--- config.mk ---
export PLATFORM = sky130hd
export DESIGN_NAME = fcc_feac_ctrl
export DESIGN_NICKNAME = d
export VERILOG_FILES = /design/src/design/fcc_pkg.sv /design/src/design/fcc_feac_ctrl.sv
export SDC_FILE = /design/constraint.sdc
export NUM_CORES = 1
export LEC_CHECK = 0
export ABC_AREA = 0
export BUFFER_PORTS_ARGS = -buffer_cell sky130_fd_sc_hd__buf_2
export CAP_MARGIN = 5
export CORE_ASPECT_RATIO = 1.1
export CORE_UTILIZATION = 57
export DETAILED_ROUTE_END_ITERATION = 10
export GPL_TIMING_DRIVEN = 0
export PLACE_DENSITY = 0.92
export SLEW_MARGIN = 30
export SYNTH_ARGS = -nofsm -noshare
export SYNTH_HDL_FRONTEND = slang
export SYNTH_SLANG_ARGS = --single-unit
--- constraint.sdc ---
create_clock -name clk_in -period 3.76 [get_ports clk_in]
set_input_delay 0.94 -clock clk_in [delete_from_list [all_inputs] [get_ports clk_in]]
set_output_delay 0.94 -clock clk_in [all_outputs]
set_load 0.01 [all_outputs]
--- src/design/fcc_pkg.sv ---
// Purpose: constants and types for the far-end alarm code controller
// Assumes: 32-bit apb, registers addressed by index times four
// Notes: one port of the framer
`default_nettype none
package fcc_pkg;
	// ************************************************************
	// register indices (byte address is four times the index)
	// ************************************************************
	localparam int ADDR_W = 12;
	localparam logic [7:0] IDX_TX_CTRL = 8'hc0;
	localparam logic [7:0] IDX_TX_VAL = 8'hc2;
	localparam logic [7:0] IDX_TX_STAT = 8'hc4;
	localparam logic [7:0] IDX_TX_LAT = 8'hc6;
	localparam logic [7:0] IDX_TX_IE = 8'hc8;
	localparam logic [7:0] IDX_RX_CTRL = 8'hd0;
	localparam logic [7:0] IDX_RX_STAT = 8'hd4;
	localparam logic [7:0] IDX_RX_LAT = 8'hd6;
	localparam logic [7:0] IDX_RX_IE = 8'hd8;
	localparam logic [7:0] IDX_RX_FIFO = 8'hdc;
	// ************************************************************
	// field positions
	// ************************************************************
	localparam int CODE_W = 6;
	localparam int TX_MODE_LSB = 0;
	localparam int TX_LOAD_BIT = 2;
	localparam int CODE_A_LSB = 0;
	localparam int CODE_B_LSB = 8;
	localparam int TX_IDLE_BIT = 0;
	localparam int RX_RESET_BIT = 0;
	localparam int RX_IDLE_BIT = 0;
	localparam int RX_DET_BIT = 1;
	localparam int RX_OVF_BIT = 2;
	localparam int RX_EMPTY_BIT = 3;
	localparam int RX_INVALID_BIT = 7;
	// ************************************************************
	// reset values and counts
	// ************************************************************
	localparam logic [15:0] CTRL_RSVD_RD = 16'h0800;
	localparam logic TX_IDLE_LAT_RST = 1'b1;
	localparam logic [2:0] RX_LAT_RST = 3'h1;
	localparam logic [3:0] FRAME_LAST = 4'hf;
	localparam logic [3:0] REPEAT_LAST = 4'h9;
	localparam logic [4:0] GAP_MAX = 5'h1f;
	localparam logic [4:0] GAP_FRAME = 5'h0f;
	localparam int FIFO_DEPTH = 4;
	localparam int FIFO_AW = 2;
	// ************************************************************
	// modes and states
	// ************************************************************
	localparam logic [1:0] MODE_IDLE = 2'h0;
	localparam logic [1:0] MODE_SINGLE = 2'h1;
	localparam logic [1:0] MODE_DUAL = 2'h2;
	localparam logic [1:0] MODE_CONT = 2'h3;
	typedef enum logic [1:0] {
		TX_ST_IDLE,
		TX_ST_CODE_A,
		TX_ST_CODE_B,
		TX_ST_CONT
	} fcc_tx_state_t;
endpackage
`default_nettype wire

--- src/design/fcc_feac_ctrl.sv ---
// Purpose: far-end alarm code controller, transmit and receive
// Assumes: apb3 slave, line bit strobes from the framer on clk_in
// Notes: zero wait state apb, fifo of four codes
// Function
// - load bit rising edge captures mode, codes
// - load aborts current sending, restarts fresh
// - mode 00 sends only all ones
// - mode 01 sends A ten times
// - mode 10 sends A, B ten each
// - mode 11 repeats A until reload
// - code bit 0 sent first; A/B fields
// - tx idle status reflects all-ones output
// - tx idle latched on rise, set at reset
// - interrupt needs enable and port enable
// - rx reset flushes fifo, discards input
// - fifo empty status reads one when empty
// - detect status high while codeword received
// - rx idle status high on all ones
// - overflow latched when fifo full; code lost
// - detect latched on detect status rise
// - rx idle latched on rise, set at reset
// - bit 7 flags invalid data when empty
// - received code bit 0 is first bit
// - reading low byte advances the fifo
`timescale 1ns/1ns
`default_nettype none
module fcc_feac_ctrl (
	input wire logic clk_in,
	input wire logic rst_in,
	input wire logic psel_in,
	input wire logic penable_in,
	input wire logic pwrite_in,
	input wire logic [fcc_pkg::ADDR_W-1:0] paddr_in,
	input wire logic [31:0] pwdata_in,
	output logic [31:0] prdata_out,
	output logic pready_out,
	output logic pslverr_out,
	input wire logic port_status_irq_enable_in,
	input wire logic tx_bit_en_in,
	output logic tx_line_bit_out,
	input wire logic rx_bit_en_in,
	input wire logic rx_line_bit_in,
	output logic irq_out
);
	import fcc_pkg::*;
	// ************************************************************
	// helpers
	// ************************************************************
	function automatic logic hit(input logic [ADDR_W-1:0] a,
		input logic [7:0] idx);
		return (a[1:0] == 2'h0) && (a[ADDR_W-1:2] == {2'h0, idx});
	endfunction
	function automatic logic [15:0] frame_of(input logic [5:0] c);
		return {8'hff, 1'b0, c, 1'b0};
	endfunction
	// ************************************************************
	// apb decode
	// ************************************************************
	logic [31:0] rdata_nxt;
	wire setup = psel_in & ~penable_in & ~pready_out;
	wire access = psel_in & penable_in & pready_out;
	wire wr = access & pwrite_in;
	wire rd = access & ~pwrite_in;
	wire h_tx_ctrl = hit(paddr_in, IDX_TX_CTRL);
	wire h_tx_val = hit(paddr_in, IDX_TX_VAL);
	wire h_tx_stat = hit(paddr_in, IDX_TX_STAT);
	wire h_tx_lat = hit(paddr_in, IDX_TX_LAT);
	wire h_tx_ie = hit(paddr_in, IDX_TX_IE);
	wire h_rx_ctrl = hit(paddr_in, IDX_RX_CTRL);
	wire h_rx_stat = hit(paddr_in, IDX_RX_STAT);
	wire h_rx_lat = hit(paddr_in, IDX_RX_LAT);
	wire h_rx_ie = hit(paddr_in, IDX_RX_IE);
	wire h_rx_fifo = hit(paddr_in, IDX_RX_FIFO);
	wire mapped = h_tx_ctrl | h_tx_val | h_tx_stat | h_tx_lat | h_tx_ie |
		h_rx_ctrl | h_rx_stat | h_rx_lat | h_rx_ie | h_rx_fifo;
	wire [15:0] wd = pwdata_in[15:0];
	// ************************************************************
	// registers
	// ************************************************************
	logic [1:0] tx_code_mode_r;
	logic tx_codeword_load_r;
	logic [5:0] tx_code_a_r;
	logic [5:0] tx_code_b_r;
	logic tx_idle_latched_r;
	logic tx_idle_irq_en_r;
	logic rx_code_reset_r;
	logic [2:0] rx_lat_r;
	logic [2:0] rx_ie_r;
	// ************************************************************
	// transmit processor
	// ************************************************************
	fcc_tx_state_t tx_st_r, tx_st_nxt;
	logic [1:0] tx_act_mode_r;
	logic [5:0] tx_act_a_r;
	logic [5:0] tx_act_b_r;
	logic [3:0] tx_idx_r, tx_idx_nxt;
	logic [3:0] tx_rep_r, tx_rep_nxt;
	logic tx_idle_prev_r;
	wire [1:0] wr_mode = wd[TX_MODE_LSB +: 2];
	wire tx_load = wr & h_tx_ctrl & wd[TX_LOAD_BIT] &
		~tx_codeword_load_r;
	wire [5:0] tx_cur_code = (tx_st_r == TX_ST_CODE_B) ? tx_act_b_r :
		tx_act_a_r;
	wire [15:0] tx_frame = frame_of(tx_cur_code);
	wire tx_idle_status = (tx_st_r == TX_ST_IDLE);
	wire tx_bit_nxt = tx_idle_status | tx_frame[tx_idx_r];
	wire tx_frame_end = tx_bit_en_in & (tx_idx_r == FRAME_LAST);
	always_comb begin
		tx_st_nxt = tx_st_r;
		tx_idx_nxt = tx_idx_r;
		tx_rep_nxt = tx_rep_r;
		if (tx_load) begin
			tx_idx_nxt = 4'h0;
			tx_rep_nxt = 4'h0;
			case (wr_mode)
				MODE_IDLE: tx_st_nxt = TX_ST_IDLE;
				MODE_SINGLE: tx_st_nxt = TX_ST_CODE_A;
				MODE_DUAL: tx_st_nxt = TX_ST_CODE_A;
				MODE_CONT: tx_st_nxt = TX_ST_CONT;
				default: tx_st_nxt = TX_ST_IDLE;
			endcase
		end else if (tx_bit_en_in && !tx_idle_status) begin
			tx_idx_nxt = tx_idx_r + 4'h1;
		end
		if (!tx_load && tx_frame_end) begin
			case (tx_st_r)
				TX_ST_CODE_A: begin
					tx_rep_nxt = tx_rep_r + 4'h1;
					if (tx_rep_r == REPEAT_LAST) begin
						tx_rep_nxt = 4'h0;
						if (tx_act_mode_r == MODE_DUAL) begin
							tx_st_nxt = TX_ST_CODE_B;
						end else begin
							tx_st_nxt = TX_ST_IDLE;
						end
					end
				end
				TX_ST_CODE_B: begin
					tx_rep_nxt = tx_rep_r + 4'h1;
					if (tx_rep_r == REPEAT_LAST) begin
						tx_rep_nxt = 4'h0;
						tx_st_nxt = TX_ST_IDLE;
					end
				end
				TX_ST_CONT: tx_st_nxt = TX_ST_CONT;
				default: tx_st_nxt = tx_st_r;
			endcase
		end
	end
	always_ff @(posedge clk_in) begin
		if (rst_in) begin
			tx_st_r <= TX_ST_IDLE;
			tx_idx_r <= 4'h0;
			tx_rep_r <= 4'h0;
			tx_act_mode_r <= MODE_IDLE;
			tx_act_a_r <= 6'h0;
			tx_act_b_r <= 6'h0;
			tx_line_bit_out <= 1'b1;
			tx_idle_prev_r <= 1'b1;
		end else begin
			tx_st_r <= tx_st_nxt;
			tx_idx_r <= tx_idx_nxt;
			tx_rep_r <= tx_rep_nxt;
			tx_idle_prev_r <= tx_idle_status;
			if (tx_load) begin
				tx_act_mode_r <= wr_mode;
				tx_act_a_r <= tx_code_a_r;
				tx_act_b_r <= tx_code_b_r;
			end
			if (tx_bit_en_in) begin
				tx_line_bit_out <= tx_bit_nxt;
			end
		end
	end
	// ************************************************************
	// receive detector
	// ************************************************************
	logic [15:0] rx_sr_r;
	logic rx_new_r;
	logic [4:0] rx_gap_r;
	logic [5:0] rx_last_r;
	logic rx_det_r;
	logic rx_idle_r;
	logic rx_det_nxt;
	wire [5:0] rx_code = rx_sr_r[6:1];
	wire rx_match = (rx_sr_r == frame_of(rx_code));
	wire rx_run = ~rx_code_reset_r;
	always_comb begin
		rx_det_nxt = rx_det_r;
		if (rx_new_r) begin
			if (rx_match) begin
				rx_det_nxt = (rx_gap_r == GAP_FRAME) &&
					(rx_code == rx_last_r);
			end else if (rx_gap_r >= GAP_FRAME) begin
				rx_det_nxt = 1'b0;
			end
		end
	end
	always_ff @(posedge clk_in) begin
		if (rst_in || !rx_run) begin
			rx_sr_r <= 16'h0;
			rx_new_r <= 1'b0;
			rx_gap_r <= GAP_MAX;
			rx_last_r <= 6'h0;
			rx_det_r <= 1'b0;
			rx_idle_r <= 1'b0;
		end else begin
			rx_new_r <= rx_bit_en_in;
			if (rx_bit_en_in) begin
				rx_sr_r <= {rx_line_bit_in, rx_sr_r[15:1]};
			end
			rx_det_r <= rx_det_nxt;
			if (rx_new_r) begin
				rx_idle_r <= (rx_sr_r == 16'hffff);
				if (rx_match) begin
					rx_gap_r <= 5'h0;
					rx_last_r <= rx_code;
				end else if (rx_gap_r != GAP_MAX) begin
					rx_gap_r <= rx_gap_r + 5'h1;
				end
			end
		end
	end
	// ************************************************************
	// receive fifo
	// ************************************************************
	logic [5:0] fifo_mem_r [FIFO_DEPTH];
	logic [FIFO_AW-1:0] fifo_wp_r;
	logic [FIFO_AW-1:0] fifo_rp_r;
	logic [FIFO_AW:0] fifo_cnt_r;
	wire fifo_empty = (fifo_cnt_r == '0);
	wire fifo_full = (fifo_cnt_r == FIFO_DEPTH[FIFO_AW:0]);
	wire rx_push = rx_run & rx_det_nxt & ~rx_det_r;
	wire rx_pop = rd & h_rx_fifo & ~fifo_empty;
	wire rx_ovf = rx_push & fifo_full;
	wire rx_wr = rx_push & ~fifo_full;
	wire [5:0] fifo_head = fifo_empty ? 6'h0 : fifo_mem_r[fifo_rp_r];
	for (genvar gi = 0; gi < FIFO_DEPTH; gi++) begin : g_fifo
		always_ff @(posedge clk_in) begin
			if (rst_in) begin
				fifo_mem_r[gi] <= 6'h0;
			end else if (rx_wr && fifo_wp_r == FIFO_AW'(gi)) begin
				fifo_mem_r[gi] <= rx_last_r;
			end
		end
	end
	always_ff @(posedge clk_in) begin
		if (rst_in || !rx_run) begin
			fifo_wp_r <= '0;
			fifo_rp_r <= '0;
			fifo_cnt_r <= '0;
		end else begin
			if (rx_wr) begin
				fifo_wp_r <= fifo_wp_r + 1'b1;
			end
			if (rx_pop) begin
				fifo_rp_r <= fifo_rp_r + 1'b1;
			end
			fifo_cnt_r <= fifo_cnt_r + {2'h0, rx_wr} - {2'h0, rx_pop};
		end
	end
	// ************************************************************
	// control, latched and enable registers
	// ************************************************************
	logic rx_idle_prev_r;
	wire [2:0] rx_set = {rx_ovf, rx_push,
		rx_run & rx_idle_r & ~rx_idle_prev_r};
	wire tx_set = tx_idle_status & ~tx_idle_prev_r;
	wire tx_clr = wr & h_tx_lat & wd[TX_IDLE_BIT];
	wire [2:0] rx_clr = {3{wr & h_rx_lat}} & wd[2:0];
	always_ff @(posedge clk_in) begin
		if (rst_in) begin
			tx_code_mode_r <= MODE_IDLE;
			tx_codeword_load_r <= 1'b0;
			tx_code_a_r <= 6'h0;
			tx_code_b_r <= 6'h0;
			tx_idle_latched_r <= TX_IDLE_LAT_RST;
			tx_idle_irq_en_r <= 1'b0;
			rx_code_reset_r <= 1'b0;
			rx_lat_r <= RX_LAT_RST;
			rx_ie_r <= 3'h0;
			rx_idle_prev_r <= 1'b0;
		end else begin
			rx_idle_prev_r <= rx_idle_r;
			if (wr && h_tx_ctrl) begin
				tx_code_mode_r <= wr_mode;
				tx_codeword_load_r <= wd[TX_LOAD_BIT];
			end
			if (wr && h_tx_val) begin
				tx_code_a_r <= wd[CODE_A_LSB +: CODE_W];
				tx_code_b_r <= wd[CODE_B_LSB +: CODE_W];
			end
			if (wr && h_tx_ie) begin
				tx_idle_irq_en_r <= wd[TX_IDLE_BIT];
			end
			if (wr && h_rx_ctrl) begin
				rx_code_reset_r <= wd[RX_RESET_BIT];
			end
			if (wr && h_rx_ie) begin
				rx_ie_r <= wd[2:0];
			end
			tx_idle_latched_r <= (tx_idle_latched_r & ~tx_clr) |
				tx_set;
			rx_lat_r <= (rx_lat_r & ~rx_clr) | rx_set;
		end
	end
	// ************************************************************
	// read mux and apb answer
	// ************************************************************
	always_comb begin
		rdata_nxt = 32'h0;
		if (h_tx_ctrl) begin
			rdata_nxt[15:0] = CTRL_RSVD_RD;
			rdata_nxt[TX_LOAD_BIT] = tx_codeword_load_r;
			rdata_nxt[TX_MODE_LSB +: 2] = tx_code_mode_r;
		end
		if (h_tx_val) begin
			rdata_nxt[CODE_A_LSB +: CODE_W] = tx_code_a_r;
			rdata_nxt[CODE_B_LSB +: CODE_W] = tx_code_b_r;
		end
		if (h_tx_stat) begin
			rdata_nxt[TX_IDLE_BIT] = tx_idle_status;
		end
		if (h_tx_lat) begin
			rdata_nxt[TX_IDLE_BIT] = tx_idle_latched_r;
		end
		if (h_tx_ie) begin
			rdata_nxt[TX_IDLE_BIT] = tx_idle_irq_en_r;
		end
		if (h_rx_ctrl) begin
			rdata_nxt[15:0] = CTRL_RSVD_RD;
			rdata_nxt[RX_RESET_BIT] = rx_code_reset_r;
		end
		if (h_rx_stat) begin
			rdata_nxt[RX_EMPTY_BIT] = fifo_empty;
			rdata_nxt[RX_DET_BIT] = rx_det_r;
			rdata_nxt[RX_IDLE_BIT] = rx_idle_r;
		end
		if (h_rx_lat) begin
			rdata_nxt[2:0] = rx_lat_r;
		end
		if (h_rx_ie) begin
			rdata_nxt[2:0] = rx_ie_r;
		end
		if (h_rx_fifo) begin
			rdata_nxt[RX_INVALID_BIT] = fifo_empty;
			rdata_nxt[5:0] = fifo_head;
		end
	end
	wire irq_nxt = port_status_irq_enable_in &
		((tx_idle_latched_r & tx_idle_irq_en_r) |
		(|(rx_lat_r & rx_ie_r)));
	always_ff @(posedge clk_in) begin
		if (rst_in) begin
			pready_out <= 1'b0;
			pslverr_out <= 1'b0;
			prdata_out <= 32'h0;
			irq_out <= 1'b0;
		end else begin
			pready_out <= setup;
			pslverr_out <= setup & ~mapped;
			prdata_out <= (setup && !pwrite_in) ? rdata_nxt : 32'h0;
			irq_out <= irq_nxt;
		end
	end
endmodule
`default_nettype wire

==> flow_summary.ini, run 1 <==
[run_status]
status = completed

[drt]
top_layer = met4
avgRoutedWirePerCell_um = 17.0
vias = 4868
wl_met2_mm = 7.53
drt_iter0_drc = 342
vias_per_cell = 5.69
wl_met1_mm = 5.34
drt_first_pass_iters = 5
wl_met3_mm = 1.04
drt_wl_total_mm = 14.5
antenna_left = 0
drc = 0

[floorplan]
die_width_um = 99.9
core_area_um2 = 10000
ios = 89
chipHeight_um = 110
start_util_pct = 59.9
rows = 38
die_area_um2 = 11000

[sta]
hold_violations = 0
drv_slew = 0
fmax_mhz = 312
period_minus_slack_ns = 3.21
min_period_over_period_pct = 85.3
setup_viol = 0
worst_slack_ns = 0.552
rsz0062_at_grt = no
fin_setup_tns_ns = 0
worst_slew_pin_slew_ns = 0.987
fin_skew_ns = 0.00644
timing.slew.headroom_pct = 33.6

[place]
pre_cts_ws_ns = 0.0494
dpl.hpwl_mm = 10.3
port-buffer-count = 45
routabilityCongestion = 0.926

[cts]
holdBufCountCts = 0
h-tree-depth = 4
clkTransAtPathRegs_ns = 0.06
ctsLongestPathBuffers = 2
clock_latency_ns = 0.54
numClockSinks = 130
post_cts_buffers = 0
cts_buffers = 17
cts-root-buf = clkbuf_8
cts_resized = 0
tritoncts = done

[min_path]
holdPathStages = 2
hold_class = register to register

[grt]
grt_max_degree = 17
grt_pass1_wl_mm = 23.1
grtUsageTotal_pct = 28.0
grt_pass1_vias = 4895
antenna_found_initial = 2
overflow = 0

[worst_setup_path]
slowest_delay_ns = 0.57
r2r_cells = 13
crit_arrival_ns = 3.61
crit_top_cell = ha_1
cp_slowest_cell = nor4_4
worst_setup_path_start_kind = register
critPathMaxFanout = 7
crit_required_ns = 4.16
critPathKind = register to register
worst_setup_path_end_kind = register
cp_cell_sequence = ha_1 > and3_1 > ha_1 > nand4_1 > nor4_4 > inv_4 > ha_1 > inv_1 > ha_1 > fa_1 > xnor2_1 > xnor2_1 > nor2_1

[synthesis]
synth_cell_types = 66
ys_warn_count = 0
synth_top_flop_cell = dfxtp_1
synth_edf_count = 24
synth_area_leaders = dfxtp_1 35%, edfxtp_1 12%, mux2i_1 7.0%
avgSynthCellArea_um2 = 9.66
synthesis.area_um2 = 6010
synthArstFlopShare_pct = 0
synth_top_area_share_pct = 35.3
yosysSeqAreaShare_pct = 47.3
netlist_instances = 622
netlist.top_cell.by_area = dfxtp_1
ys_seq_elements = 130

[power]
internal_power_w = 0.00245
p_clk_share_pct = 46.6
pwr-share-seq_pct = 45.7
comb_power_share_pct = 7.7
p_leak_nw = 2.79
switchingPower_w = 0.000763
p_per_area_nw_per_um2 = 459
ir_worst_vdd_v = 0.000336
sw_frac_of_total_pct = 23.7

[cells_and_area]
final_layout_size_suffix_gt1_share_pct = 18.2
nFillCells = 753
area_growth_syn_to_layout_pct = 16.8
nNetsFinal = 772

[job]
maxCapViolCount = 0
-- critical path, delay by kind of cell, from the launching register on --
kind | cells | cell delay [ns]
adders and majority gates | 5 | 1.28
and+or+nand+nor | 4 | 0.98
DFF | 1 | 0.38
xor gates and xnor gates | 2 | 0.31
buffers and inverters | 2 | 0.11
-- synthesized netlist by cell type, types with 2 or more instances --
| cell type | count |
|---|---|
| and4_1 | 2 |
| nand4_1 | 11 |
| buf_4 | 20 |
| clkbuf_1 | 24 |
| a21o_2 | 4 |
| nand3_1 | 14 |
| edfxtp_1 | 24 |
| a221oi_1 | 3 |
| or3_1 | 2 |
| mux2i_1 | 42 |
| nor3b_1 | 5 |
| nand2_1 | 57 |
| and3_2 | 4 |
| nor2_1 | 70 |
| a21oi_1 | 37 |
| nand4b_1 | 4 |
| nand2b_1 | 6 |
| dfxtp_1 | 106 |
| a22oi_1 | 4 |
| mux4_2 | 6 |
| buf_2 | 5 |
| nor4_1 | 8 |
| and2_1 | 9 |
| nor3_1 | 12 |
| buf_6 | 2 |
| inv_1 | 22 |
| a221o_1 | 4 |
| and3_1 | 23 |
| xor2_1 | 2 |
| a22o_1 | 3 |
| xnor2_1 | 14 |
| nor4b_1 | 3 |
| or2_2 | 4 |
| ha_1 | 14 |
| nor2b_1 | 6 |
| o21ai_0 | 14 |
| a31oi_1 | 3 |
-- power groups by stage --
stage	logic (W)	registers (W)	clock network, W
final	0.000247	0.00147	0.00150
after detailed placement	0.000242	0.00150	0
after floorplan	0.000182	0.00149	0
after CTS	0.000247	0.00147	0.00151
after global routing	0.000277	0.00147	0.00156
after global placement	0.000235	0.00149	0
-- placed cells by master, fill, tap and decap left out, types with 3 or more instances in the layout --
cell type	Yosys	routed
clkbuf_16	0	18
nor2b_1	6	6
nand4_1	11	11
nor4_1	8	8
or2_2	4	4
buf_4	20	20
ha_1	14	14
clkinv_2	0	4
a22oi_1	4	4
a221oi_1	3	3
nand2b_1	6	6
conb_1	1	19
and3_2	4	4
nand3_1	14	14
nor2_1	70	70
nand2_1	57	57
nor3b_1	5	5
buf_2	5	50
nor4b_1	3	3
inv_1	22	22
and2_1	9	9
a221o_1	4	4
edfxtp_1	24	24
nand4b_1	4	4
nor3_1	12	12
and3_1	23	23
a22o_1	3	3
a21o_2	4	4
mux2i_1	42	42
dfxtp_1	106	106
a31oi_1	3	3
o21ai_0	14	14
xnor2_1	14	14
clkbuf_1	24	25
a21oi_1	37	37
mux4_2	6	6
-- final timing paths --
path	to	start	slack, ns
hold reg to reg	tx_act_a_r[0]	tx_act_a_r[0]	0.45
setup reg to reg	fifo_cnt_r[2]	rx_gap_r[0]	0.55
hold / removal	tx_act_a_r[0]	tx_act_a_r[0]	0.45
setup / recovery	fifo_cnt_r[2]	rx_gap_r[0]	0.55
-- final cells by class --
class                   instances  area, um2  share of cell area [%]
clock inverters                 8       50.0                   0.713
flip-flops and latches        130       2840                    40.5
diodes                          1       2.50                  0.0357
inverters                      23       88.8                    1.27
clock buffers                  22        489                    6.97
multi-input cells             436       2850                    40.7
well taps                     140        175                    2.50
repair buffers                 45        225                    3.21
plain buffers                  51        288                    4.10
-- kinds of logic after synthesis --
family	synth area share, %
simple gates	22.4
xor+xnor	2.33
flops	47.3
fa+ha+maj	3.25
mux	9.44
compound gates	8.94
other cells	0.0624
buf+inv	6.27
-- registers in the layout, summed over array words and instances, names as in the netlist, 2 cells and up, named ones only --
register and flops:
fifo_mem_r 24, rx_sr_r 16, prdata_out 13, rx_last_r 6, tx_act_a_r 6, tx_act_b_r 6
tx_code_a_r 6, tx_code_b_r 6, rx_gap_r 5, tx_idx_r 4, tx_rep_r 4, fifo_cnt_r 3
rx_ie_r 3, rx_lat_r 3, fifo_rp_r 2, fifo_wp_r 2, tx_act_mode_r 2, tx_code_mode_r 2
tx_st_r 2
-- per-stage QoR --
step / instance area (um2) / utilization (%) / power (W) / cells / hold slack, ns
final: 7020 / 69.9 / 0.00322 / 856 / 0.453
after floorplan: 6070 / - / 0.00167 / 640 / 0.427
after CTS: 7010 / 69.9 / 0.00322 / 855 / 0.455
after global routing: 7020 / 69.9 / 0.00331 / 856 / 0.478
after global placement: 6470 / 64.5 / 0.00173 / 825 / 0.436
after detailed placement: 6470 / 64.5 / 0.00174 / 825 / 0.447
-- per-layer routing --
layer / up-vias / global-route usage [%]
li1: 2322 / -
met1: 2284 / 29.4
met2: 208 / 50.8
met3: 54 / 6.23
met4: 0 / 17.9
met5: - / 0
Power figures use the tool's default switching activity.
==> run 2, diff against run 1 <==
--- a/config.mk
+++ b/config.mk
@@ -8,11 +8,14 @@
 export ABC_AREA = 0
 export BUFFER_PORTS_ARGS = -buffer_cell sky130_fd_sc_hd__buf_2
 export CAP_MARGIN = 5
+export CELL_PAD_IN_SITES_DETAIL_PLACEMENT = 0
+export CELL_PAD_IN_SITES_GLOBAL_PLACEMENT = 1
 export CORE_ASPECT_RATIO = 1.1
-export CORE_UTILIZATION = 57
+export CORE_UTILIZATION = 45
+export CTS_BUF_LIST = sky130_fd_sc_hd__clkbuf_8
 export DETAILED_ROUTE_END_ITERATION = 10
 export GPL_TIMING_DRIVEN = 0
-export PLACE_DENSITY = 0.92
+export PLACE_DENSITY = 0.93
 export SLEW_MARGIN = 30
 export SYNTH_ARGS = -nofsm -noshare
 export SYNTH_HDL_FRONTEND = slang
==> run 2 against run 1 <==
Against the previous run:
- the run now ends with design-rule violations left
- die area up 26%
- core utilization fell by 16 points
- maximum frequency decreased by 0.33%
- cell count rose by 2.2%
- clock skew barely moved
- global-route usage shrank 6.5 points
- critical path depth did not move
- register-to-register slack about the same
- flip-flop and latch count is the same
- largest cell class unchanged
==> flow_summary.ini, run 2 (same netlist as run 1, synthesis figures left out) <==
[run_status]
status = finished, violations left
violations = design-rule violations

[cells_and_area]
nNetsFinal = 772
largest_register_ff_count = 24
area_growth_syn_to_layout_pct = 14.8
final_common_cell = dfxtp_1
instances_no_fill = 875
final_area_um2 = 6890
top_regs = fifo_mem_r: 24 flops, rx_sr_r: 16 flops, prdata_out: 13 flops
largest_register = fifo_mem_r
layout_common_cells = 106 x dfxtp_1, 70 x nor2_1, 57 x nand2_1, 50 x buf_2, 42 x mux2i_1
final_layout_size_suffix_gt1_share_pct = 18.4

[drt]
drt_iter0_drc = 285
drt_wl_total_mm = 14.0
avgRoutedWirePerCell_um = 16.0
drt_first_pass_iters = 8
antenna_left = 0
drc = 2
vias = 4728
vias_per_cell = 5.40

[cts]
h-tree-depth = 4
cts_resized = 0
holdBufCountCts = 0
ctsLongestPathBuffers = 2
cts-root-buf = clkbuf_8
numClockSinks = 130
tritoncts = done
post_cts_buffers = 0
cts_buffers = 17
clock_latency_ns = 0.45
clkTransAtPathRegs_ns = 0.08

[grt]
grt_max_degree = 17
grtUsageTotal_pct = 21.5
grt_pass1_vias = 4628
antenna_found_initial = 1
overflow = 0
grt_pass1_wl_mm = 22.8

[sta]
setup_viol = 0
hold_violations = 0
fin_skew_ns = 0.00629
period_minus_slack_ns = 3.22
fin_setup_tns_ns = 0
drv_slew = 0
worst_hold_slack_ns = 0.455
rsz0062_at_grt = no
fmax_mhz = 311
worst_slew_pin_slew_ns = 0.850
timing.slew.headroom_pct = 42.8
min_period_over_period_pct = 85.6

[power]
p_clk_share_pct = 40.8
pwr-share-seq_pct = 50.7
internal_power_w = 0.00214
sw_frac_of_total_pct = 25.9
p_leak_nw = 2.72
comb_power_share_pct = 8.6
ir_worst_vdd_v = 0.000343
switchingPower_w = 0.000749
p_per_area_nw_per_um2 = 420

[job]
maxCapViolCount = 0

[min_path]
hold_class = register to register

[floorplan]
die_width_um = 112
die_area_um2 = 13800
core_area_um2 = 12800
chipHeight_um = 123
start_util_pct = 46.9
rows = 43
ios = 89

[place]
placed_cells = 842
port-buffer-count = 45
dpl.hpwl_mm = 10.5
placed_cell_area_um2 = 6490
routabilityCongestion = 0.851

[worst_setup_path]
worst_setup_path_end_kind = register
critPathKind = primary input to register
crit_arrival_ns = 3.54
worst_setup_path_start_kind = primary input
critPathMaxFanout = 10
crit_required_ns = 4.08
-- run 2: changes by cell type in the layout (fill, tap and decap cells not counted), moves of 2 or more --
cell       delta
bufinv_16     +2
clkbuf_16    -18
clkbuf_8     +15
clkinv_2      -2
clkinv_4      +5
-- run 2: per-stage QoR --
step	setup slack (ns)	utilization, %	total power (W)
floorplan	0.488	-	0.00167
global placement	0.129	50.7	0.00173
detailed placement	0.0717	50.7	0.00174
CTS	0.538	53.8	0.00292
global route	0.255	53.8	0.00301
finish	0.541	53.8	0.00289
-- run 2: worst max-delay path, stage by stage --
cell and delay, ns:
buf_2 0.13, clkbuf_1 0.34, nor4bb_1 0.24, clkbuf_1 0.30, nand2_1 0.12, nor4_1 0.29, ha_1 0.19, inv_1 0.04
ha_1 0.19, fa_1 0.38, xnor2_1 0.19, xnor2_1 0.14, nor2_1 0.05
-- run 2: power by group through the flow --
stage               Sequential [W]  Clock [W]  Combinational [W]
detailed placement         0.00150          0           0.000244
finish                     0.00147    0.00118           0.000248
floorplan                  0.00149          0           0.000182
global placement           0.00150          0           0.000237
CTS                        0.00147    0.00120           0.000248
global route               0.00147    0.00126           0.000280
-- run 2: area by class of cell --
type                    instances  area, um2
plain buffers                  51        288
multi-input cells             436       2850
clock buffers                  17        234
diodes                          1       2.50
well taps                     157        196
flip-flops and latches        130       2840
fillers                      1153       5910
repair buffers                 45        225
inverters                      23       88.8
clock inverters                15        161
-- run 2: path summary, 6_finish.rpt --
kind	startpoint	to	slack (ns)	cells past startpoint
worst max-delay path	paddr_in[6]	fifo_cnt_r[2]	0.54	13
worst min-delay path	tx_act_a_r[0]	tx_act_a_r[0]	0.45	2
worst max register to register	rx_gap_r[0]	fifo_cnt_r[2]	0.56	13
worst min register to register	tx_act_a_r[0]	tx_act_a_r[0]	0.45	2
-- run 2: metal layers --
layer  track usage (%)  vias to the layer above  wire length (um)
li1                  -                     2326                 -
met1              24.8                     2277              5940
met2              38.0                       96              7150
met3              4.56                       29               506
met4              10.4                        0               414
met5                 0                        -                 0
